`src/pkg/acc_params.svh`:
```
// Register indices, field positions, DIDR reset value and codes of the comparator control
`ifndef ACC_PARAMS_SVH
`define ACC_PARAMS_SVH
`define ACC_IDX_DIDR   8'h01
`define ACC_IDX_CTRLB  8'h03
`define ACC_IDX_STAT   8'h08
`define ACC_IDX_MASK   8'h06
`define ACC_B_DIS      7
`define ACC_B_BG       6
`define ACC_B_RES      5
`define ACC_B_FLAG     4
`define ACC_B_IE       3
`define ACC_B_CAP      2
`define ACC_B_ES_HI    1
`define ACC_B_ES_LO    0
`define ACC_B_MUXEN    6
`define ACC_B_GIE      4
`define ACC_B_BUF2     2
`define ACC_B_BUF1     1
`define ACC_DIDR_RST   8'h00
`define ACC_ES_TOGGLE  2'h0
`define ACC_ES_RSVD    2'h1
`define ACC_ES_FALL    2'h2
`define ACC_ES_RISE    2'h3
`define ACC_CH_LOW     2'h0
`endif

```
`src/pkg/acc_pkg.sv`:
```
// State types of the comparator control modules
package acc_pkg;
   `include "acc_params.svh"

   typedef struct packed {
      logic [7:0]  didr;
      logic        dis;
      logic        bg;
      logic        flag;
      logic        ie;
      logic        cap;
      logic [1:0]  es;
      logic        muxen;
      logic        gie;
      logic        neg_pin;
      logic [2:0]  neg_ch;
      logic        cap_out;
      logic [1:0]  pin_rd;
      logic        irq;
      logic [31:0] prdata;
      logic        pready;
      logic        pslverr;
   } acc_top_st_t;

   typedef struct packed {
      logic s1;
      logic s2;
   } acc_sync_st_t;

   typedef struct packed {
      logic prev;
      logic primed;
   } acc_edge_st_t;
endpackage

```
`src/pkg/acc_evt_if.sv`:
```
// Comparator sample path between synchroniser, edge detector and control
`timescale 1ns/1ns
interface acc_evt_if;
   logic cmp_raw;
   logic cmp_sync;
   logic rise;
   logic fall;
   logic toggle;

   modport syncr (input cmp_raw, output cmp_sync);
   modport edger (input cmp_sync, output rise, output fall, output toggle);
   modport ctrl  (output cmp_raw, input cmp_sync, input rise, input fall, input toggle);
endinterface

```
`src/core/acc_sync.sv`:
```
// Two-stage synchroniser for the free-running comparator output
`timescale 1ns/1ns
module acc_sync (
   // Clock and reset
   input  logic     pclk,
   input  logic     presetn,
   // Sample path
   acc_evt_if.syncr ev
);
   import acc_pkg::*;

   acc_sync_st_t st, nx;

   // First stage feeds only the second
   always_comb begin
      nx    = st;
      nx.s1 = ev.cmp_raw;
      nx.s2 = st.s1;
   end

   always_ff @(posedge pclk or negedge presetn) begin
      if (!presetn) begin
         st <= '0;
      end else begin
         st <= nx;
      end
   end

   assign ev.cmp_sync = st.s2;
endmodule

```
`src/core/acc_edge.sv`:
```
// Rise, fall and toggle pulses of the synchronised comparator output
`timescale 1ns/1ns
module acc_edge (
   // Clock and reset
   input  logic     pclk,
   input  logic     presetn,
   // Sample path
   acc_evt_if.edger ev
);
   import acc_pkg::*;

   acc_edge_st_t st, nx;

   // No event on the first sample, reset value is not a real level
   always_comb begin
      nx        = st;
      nx.prev   = ev.cmp_sync;
      nx.primed = 1'b1;
   end

   always_ff @(posedge pclk or negedge presetn) begin
      if (!presetn) begin
         st <= '0;
      end else begin
         st <= nx;
      end
   end

   assign ev.rise   = st.primed & ev.cmp_sync & ~st.prev;
   assign ev.fall   = st.primed & ~ev.cmp_sync & st.prev;
   assign ev.toggle = st.primed & (ev.cmp_sync ^ st.prev);
endmodule

```
`src/core/acc_top.sv`:
```
// Analog comparator control with APB registers, event flag and input routing
//
// Decided for this implementation: the APB interface to the registers.
`timescale 1ns/1ns
`include "acc_params.svh"
module acc_top #(
   parameter int ADDR_W = 10
) (
   // Clock and reset
   input  logic              pclk,
   input  logic              presetn,
   // APB slave
   input  logic              psel,
   input  logic              penable,
   input  logic              pwrite,
   input  logic [ADDR_W-1:0] paddr,
   input  logic [31:0]       pwdata,
   output logic [31:0]       prdata,
   output logic              pready,
   output logic              pslverr,
   // Analog comparator
   input  logic              cmp_raw,
   output logic              comparator_power_off,
   output logic              bandgap_select,
   output logic              negative_pin_select,
   output logic [2:0]        negative_channel,
   // Converter state
   input  logic              converter_enable,
   input  logic [4:0]        converter_channel_select,
   // Interrupt
   input  logic              irq_ack,
   output logic              comparator_irq,
   // Timer capture
   output logic              capture_input,
   // Pin buffers, bit 0 positive pin, bit 1 negative pin; input_buffer_off bit 1 positive pin, bit 2 negative pin
   input  logic [1:0]        pin_raw,
   output logic [1:0]        pin_read,
   output logic [7:0]        input_buffer_off
);
   import acc_pkg::*;

   acc_top_st_t st, nx;
   acc_evt_if   ev ();

   logic [ADDR_W-3:0] idx;
   logic              setup;
   logic              wr_en;
   logic              hit;
   logic              wr_stat;
   logic              ev_hit;
   logic              mux_pick;

   assign ev.cmp_raw = cmp_raw;

   acc_sync u_sync (
      .pclk    (pclk),
      .presetn (presetn),
      .ev      (ev.syncr)
   );

   acc_edge u_edge (
      .pclk    (pclk),
      .presetn (presetn),
      .ev      (ev.edger)
   );

   assign idx   = paddr[ADDR_W-1:2];
   assign hit   = (paddr[1:0] == 2'h0) &&
                  (idx == `ACC_IDX_DIDR || idx == `ACC_IDX_CTRLB ||
                   idx == `ACC_IDX_STAT || idx == `ACC_IDX_MASK);
   assign setup = psel & ~penable;
   // Write lands only at the completing edge
   assign wr_en   = psel & penable & pready & pwrite & hit;
   assign wr_stat = wr_en && (idx == `ACC_IDX_STAT);

   always_comb begin
      unique case (st.es)
         `ACC_ES_TOGGLE: ev_hit = ev.toggle;
         `ACC_ES_RSVD:   ev_hit = 1'b0;
         `ACC_ES_FALL:   ev_hit = ev.fall;
         `ACC_ES_RISE:   ev_hit = ev.rise;
      endcase
   end

   // mux path only for converter off
   assign mux_pick = st.muxen && !converter_enable &&
                     (converter_channel_select[4:3] == `ACC_CH_LOW);

   function automatic logic [31:0] rd_word(input logic [ADDR_W-3:0] i,
                                           input acc_top_st_t s,
                                           input logic res);
      logic [31:0] w;
      w = '0;
      if (i == `ACC_IDX_DIDR) begin
         w[7:0] = s.didr;
      end else if (i == `ACC_IDX_CTRLB) begin
         w[`ACC_B_MUXEN] = s.muxen;
      end else if (i == `ACC_IDX_MASK) begin
         w[`ACC_B_GIE] = s.gie;
      end else if (i == `ACC_IDX_STAT) begin
         w[`ACC_B_DIS]   = s.dis;
         w[`ACC_B_BG]    = s.bg;
         w[`ACC_B_RES]   = res;
         w[`ACC_B_FLAG]  = s.flag;
         w[`ACC_B_IE]    = s.ie;
         w[`ACC_B_CAP]   = s.cap;
         w[`ACC_B_ES_HI] = s.es[1];
         w[`ACC_B_ES_LO] = s.es[0];
      end
      return w;
   endfunction

   always_comb begin
      nx         = st;
      nx.pready  = 1'b0;
      nx.pslverr = 1'b0;
      // Answer prepared in setup so pready comes from a flop, no wait state
      if (setup) begin
         nx.pready  = 1'b1;
         nx.pslverr = ~hit;
         nx.prdata  = hit ? rd_word(idx, st, ev.cmp_sync) : '0;
      end
      if (wr_en && idx == `ACC_IDX_DIDR) begin
         nx.didr = pwdata[7:0];
      end
      if (wr_en && idx == `ACC_IDX_CTRLB) begin
         nx.muxen = pwdata[`ACC_B_MUXEN];
      end
      if (wr_en && idx == `ACC_IDX_MASK) begin
         nx.gie = pwdata[`ACC_B_GIE];
      end
      if (wr_stat) begin
         nx.dis = pwdata[`ACC_B_DIS];
         nx.bg  = pwdata[`ACC_B_BG];
         nx.ie  = pwdata[`ACC_B_IE];
         nx.cap = pwdata[`ACC_B_CAP];
         nx.es  = {pwdata[`ACC_B_ES_HI], pwdata[`ACC_B_ES_LO]};
      end
      if (irq_ack || (wr_stat && pwdata[`ACC_B_FLAG])) begin
         nx.flag = 1'b0;
      end
      // event sets flag, set beats clear
      if (ev_hit) begin
         nx.flag = 1'b1;
      end
      nx.irq     = st.flag & st.ie & st.gie;
      nx.neg_pin = ~mux_pick;
      nx.neg_ch  = mux_pick ? converter_channel_select[2:0] : st.neg_ch;
      nx.cap_out = st.cap & ev.cmp_sync;
      nx.pin_rd  = pin_raw & ~{st.didr[`ACC_B_BUF2], st.didr[`ACC_B_BUF1]};
   end

   always_ff @(posedge pclk or negedge presetn) begin
      if (!presetn) begin
         st      <= '0;
         st.didr <= `ACC_DIDR_RST;
         st.neg_pin <= 1'b1;
      end else begin
         st <= nx;
      end
   end

   assign prdata               = st.prdata;
   assign pready               = st.pready;
   assign pslverr              = st.pslverr;
   assign comparator_power_off = st.dis;
   assign bandgap_select       = st.bg;
   assign negative_pin_select  = st.neg_pin;
   assign negative_channel     = st.neg_ch;
   assign comparator_irq       = st.irq;
   assign capture_input        = st.cap_out;
   assign pin_read             = st.pin_rd;
   assign input_buffer_off     = st.didr;
endmodule

```
`config.mk`:
```
export PLATFORM = sky130hd
export DESIGN_NAME = acc_top
export DESIGN_NICKNAME = d
export VERILOG_FILES = /design/src/pkg/acc_pkg.sv /design/src/pkg/acc_evt_if.sv /design/src/core/acc_sync.sv /design/src/core/acc_edge.sv /design/src/core/acc_top.sv
export VERILOG_INCLUDE_DIRS = /design/src /design/src/pkg
export SDC_FILE = /design/constraint.sdc
export NUM_CORES = 1
export LEC_CHECK = 0
export BUFFER_PORTS_ARGS = -buffer_cell sky130_fd_sc_hd__buf_2
export CAP_MARGIN = 20
export CORE_MARGIN = 2
export CORE_UTILIZATION = 39
export CTS_CLUSTER_SIZE = 10
export DETAILED_ROUTE_END_ITERATION = 10
export HOLD_SLACK_MARGIN = 0.08
export PLACE_DENSITY = 0.72
export SLEW_MARGIN = 20
export SYNTH_ARGS = -nofsm -noshare
export SYNTH_HDL_FRONTEND = slang
export SYNTH_SLANG_ARGS = --single-unit
```
`constraint.sdc`:
```
create_clock -name pclk -period 2.1 [get_ports pclk]
set_input_delay 0.105 -clock pclk [delete_from_list [all_inputs] [get_ports pclk]]
set_output_delay 0.105 -clock pclk [all_outputs]
set_load 0.005 [all_outputs]
```
==> out/qor.json <==
{
  "clock_sinks": {"value": 39},
  "floorplan.die_area": {"value": 5654, "unit": "sq um"},
  "dpl-instance-area": {"value": 2136, "unit": "sq um"},
  "critPathKind": {"value": "reg2reg"},
  "timing_worst_slew_pin_value": {"value": 840.0, "unit": "ps"},
  "grt_setup_unrepaired": {"value": "no"},
  "r2r_start": {"value": "pready$_DFF_PN0_"},
  "route.vias.total": {"value": 1379},
  "critPathMaxStageDelay": {"value": 420, "unit": "ps"},
  "clock_skew": {"value": 9.454, "unit": "ps"},
  "post_route_cells_drive_above_1_share": {"value": 0.4142},
  "clk_transition_reported_paths": {"value": 80, "unit": "ps"},
  "max_slew_headroom_at_the_worst_pin": {"value": 0.4400},
  "num-nets-final": {"value": 295},
  "clock_path_buffers": {"value": 2},
  "cts-htree-levels": {"value": 2},
  "worstSetupEndpointType": {"value": "register"},
  "timing.final.max_slew_violations": {"value": 0},
  "hold_violations": {"value": 0},
  "antenna_violating_nets_post_route": {"value": 0},
  "drv.max_cap_violation_count": {"value": 0},
  "yosys_warnings": {"value": 0},
  "buffer_type_at_the_clock_tree_root": {"value": "clkbuf_8"},
  "rows": {"value": 25},
  "worst_path_slowest_cell": {"value": "or3b_4"},
  "cts.hold.buffers_added": {"value": 17},
  "vias_in_the_first_global_route": {"value": 1285},
  "grt_pass1_wl": {"value": 6.085, "unit": "mm"},
  "tritoncts.num_buffers": {"value": 5},
  "antenna_found_initial": {"value": 0},
  "finalSetupViolCount": {"value": 0},
  "finalCritPeriodShare": {"value": 0.8691},
  "global_route.usage.total": {"value": 0.1494},
  "critical_path.cell_chain": {"value": "and4_1, or3b_4, nor4_4, buf_4, mux2_2"},
  "number_of_gates_given_a_new_drive_strength_after_cts": {"value": 0},
  "dr.first_iter.drc_count": {"value": 61},
  "hold_end": {"value": "st[48]$_DFFE_PN0P_"},
  "detail_route.wirelength": {"value": 3.856, "unit": "mm"},
  "rr_endpoint": {"value": "input_buffer_off[1]$_DFFE_PN0P_"},
  "fillCellCount": {"value": 447},
  "worst_path_dominant_cell_family": {"value": "simple AND/OR/NAND/NOR gates"},
  "p_leak": {"value": 1.267, "unit": "nW"},
  "final.setup.tns": {"value": 0, "unit": "ps"},
  "pwr_density_cell": {"value": 635.3, "unit": "nW/um^2"},
  "synth.ff_latch_count": {"value": 39},
  "number_of_cells_on_the_worst_reg_to_reg_path": {"value": 5},
  "max_freq": {"value": 547.9, "unit": "MHz"},
  "netlist_area": {"value": 1977, "unit": "sq um"},
  "layout.area.seq": {"value": 977.2, "unit": "sq um"},
  "syn-mean-instance-area": {"value": 11.36, "unit": "sq um"},
  "hp_class": {"value": "in2reg"},
  "hold_path_depth": {"value": 4},
  "multi_input_combinational_cell_area": {"value": 718.2, "unit": "sq um"},
  "synth.lib_cells_used.distinct": {"value": 36},
  "crit_arrival": {"value": 2000, "unit": "ps"},
  "synth-edff-count": {"value": 0},
  "postCtsSetupBuffers": {"value": 0},
  "worstSetupStartpointType": {"value": "register"},
  "async_flop_share": {"value": 1.000},
  "synthToLayoutAreaGrowth": {"value": 22.59, "unit": "%"},
  "grt_start_max_net_pins": {"value": 40},
  "drc": {"value": 0},
  "peakVddDrop": {"value": 0.4423, "unit": "mV"},
  "clock_tree_from_tritoncts": {"value": "built"},
  "floorplan.initialDensity": {"value": 0.4104},
  "synthFlopType": {"value": "dfrtp_1"},
  "synthCells": {"value": 174},
  "hp-start": {"value": "irq_ack"},
  "critical_path.max_fanout": {"value": 7},
  "detailedPlacementHpwl": {"value": 2.781, "unit": "mm"},
  "firstDrtPassIters": {"value": 4},
  "run_status": {"value": "finished, final reports clean"},
  "required": {"value": 2270, "unit": "ps"},
  "buffer_ports.inserted": {"value": 60},
  "die_y": {"value": 75.20, "unit": "microns"},
  "die_w": {"value": 75.20, "unit": "microns"},
  "gp_routability_congestion": {"value": 0.7513},
  "reg_to_reg_slack_setup": {"value": 270, "unit": "ps"},
  "final_design_area_no_fill": {"value": 2424, "unit": "sq um"},
  "critPathBufInv": {"value": 1},
  "grt_overflow_total": {"value": 0},
  "viasPerCell": {"value": 4.507},
  "clkLatencyLatePin": {"value": 290, "unit": "ps"},
  "coreArea": {"value": 4817, "unit": "sq um"},
  "num_antenna_cells": {"value": 0},
  "finalCriticalPeriod": {"value": 1825, "unit": "ps"},
  "synth_sequential_area_ratio": {"value": 0.4943},
  "drt-wirelength-per-cell": {"value": 12.60, "unit": "microns"},
  "number_of_primary_i_o_pins": {"value": 109}
}
==> flip-flops by register name (all words and copies together) (netlist names), 2 cells and up <==
| register | flops |
|---|---|
| prdata | 8 |
| u_edge.st | 2 |
| negative_channel | 3 |
| pin_read | 2 |
| input_buffer_off | 8 |
| st | 7 |
==> area by class of cell <==
type | count | share of cell area
multi-input cells | 105 | 0.2963
repair buffers | 82 | 0.2096
flip-flops and latches | 39 | 0.4032
well taps | 67 | 0.03459
clock inverters | 2 | 0.01446
inverters | 5 | 0.007744
clock buffers | 6 | 0.03407
==> worst reg2reg max path, cell delays in order (launching register included) <==
cell and delay (ps):
dfrtp_1 340, and4_1 220, or3b_4 420, nor4_4 170, buf_4 220, mux2_2 340
==> Yosys cell counts, types with 2 or more instances <==
library cell	instances	share of area
buf_4	45	0.17
dfrtp_1	38	0.48
mux2_2	19	0.11
nand2_1	10	0.019
o21ai_0	7	0.018
a22oi_1	6	0.023
inv_1	5	0.0095
a21oi_1	4	0.010
nor2_1	4	0.0076
nor2b_1	4	0.013
clkbuf_1	3	0.0057
nand2b_1	3	0.0095
conb_1	2	0.0038
o31ai_1	2	0.0076
==> per-stage QoR <==
step	cells	power [mW]	worst slack, ps	hold WS (ps)	utilization
floorplan	197	0.8567	198.8	-190.6	-
global placement	281	0.8830	93.58	213.2	0.4434
detailed placement	281	0.8851	82.80	214.3	0.4434
CTS	306	1.552	252.8	169.2	0.5031
global route	306	1.607	104.9	204.2	0.5031
finish	306	1.540	274.9	173.1	0.5031
==> report_power, final <==
| part | leakage (nW) | total (mW) | switching [mW] | internal, mW |
|---|---|---|---|---|
| Clock | 0.0612 | 0.647 | 0.262 | 0.384 |
| Sequential | 0.524 | 0.766 | 0.00556 | 0.761 |
| Combinational | 0.682 | 0.127 | 0.0662 | 0.0606 |
| Total | 1.27 | 1.54 | 0.334 | 1.21 |
==> metal layers <==
| metal | vias to the layer above | share of wire | GRT usage |
|---|---|---|---|
| met4 | 0 | 0.022 | 0.07602 |
| met5 | - | 0 | 0 |
| met2 | 64 | 0.50 | 0.2446 |
| li1 | 656 | - | - |
| met1 | 653 | 0.39 | 0.1714 |
| met3 | 6 | 0.094 | 0.05622 |
==> layout by cell type, fill, tap and decap left out, types with 2 or more instances in the layout <==
master	Yosys	layout
buf_2	0	60
nand2b_1	3	3
a22oi_1	6	6
o31ai_1	2	2
conb_1	2	25
nand2_1	10	10
nor2_1	4	4
dlygate4sd3_1	0	17
a21oi_1	4	4
o21ai_0	7	7
nor2b_1	4	4
inv_1	5	5
dfrtp_1	38	38
clkbuf_8	0	6
buf_4	45	5
mux2_2	19	19
==> cell families after synthesis <==
group	synth area share
other cells	0.003799
mux	0.1082
flops	0.4943
buf+inv	0.1861
simple gates	0.1241
compound gates	0.08355
==> worst max-delay path by stage <==
stage                                 from                               to  cells past startpoint
2_1_floorplan                     paddr[9]  input_buffer_off[0]$_DFFE_PN0P_                      4
3_3_place_gp                      paddr[9]  input_buffer_off[5]$_DFFE_PN0P_                      6
3_5_place_dp                      paddr[9]  input_buffer_off[7]$_DFFE_PN0P_                      6
4_1_cts                   pready$_DFF_PN0_  input_buffer_off[1]$_DFFE_PN0P_                      5
5_1_grt        converter_channel_select[3]    negative_pin_select$_DFF_PN1_                      5
6_report                  pready$_DFF_PN0_  input_buffer_off[1]$_DFFE_PN0P_                      5
(Power assumes the default switching activity.)
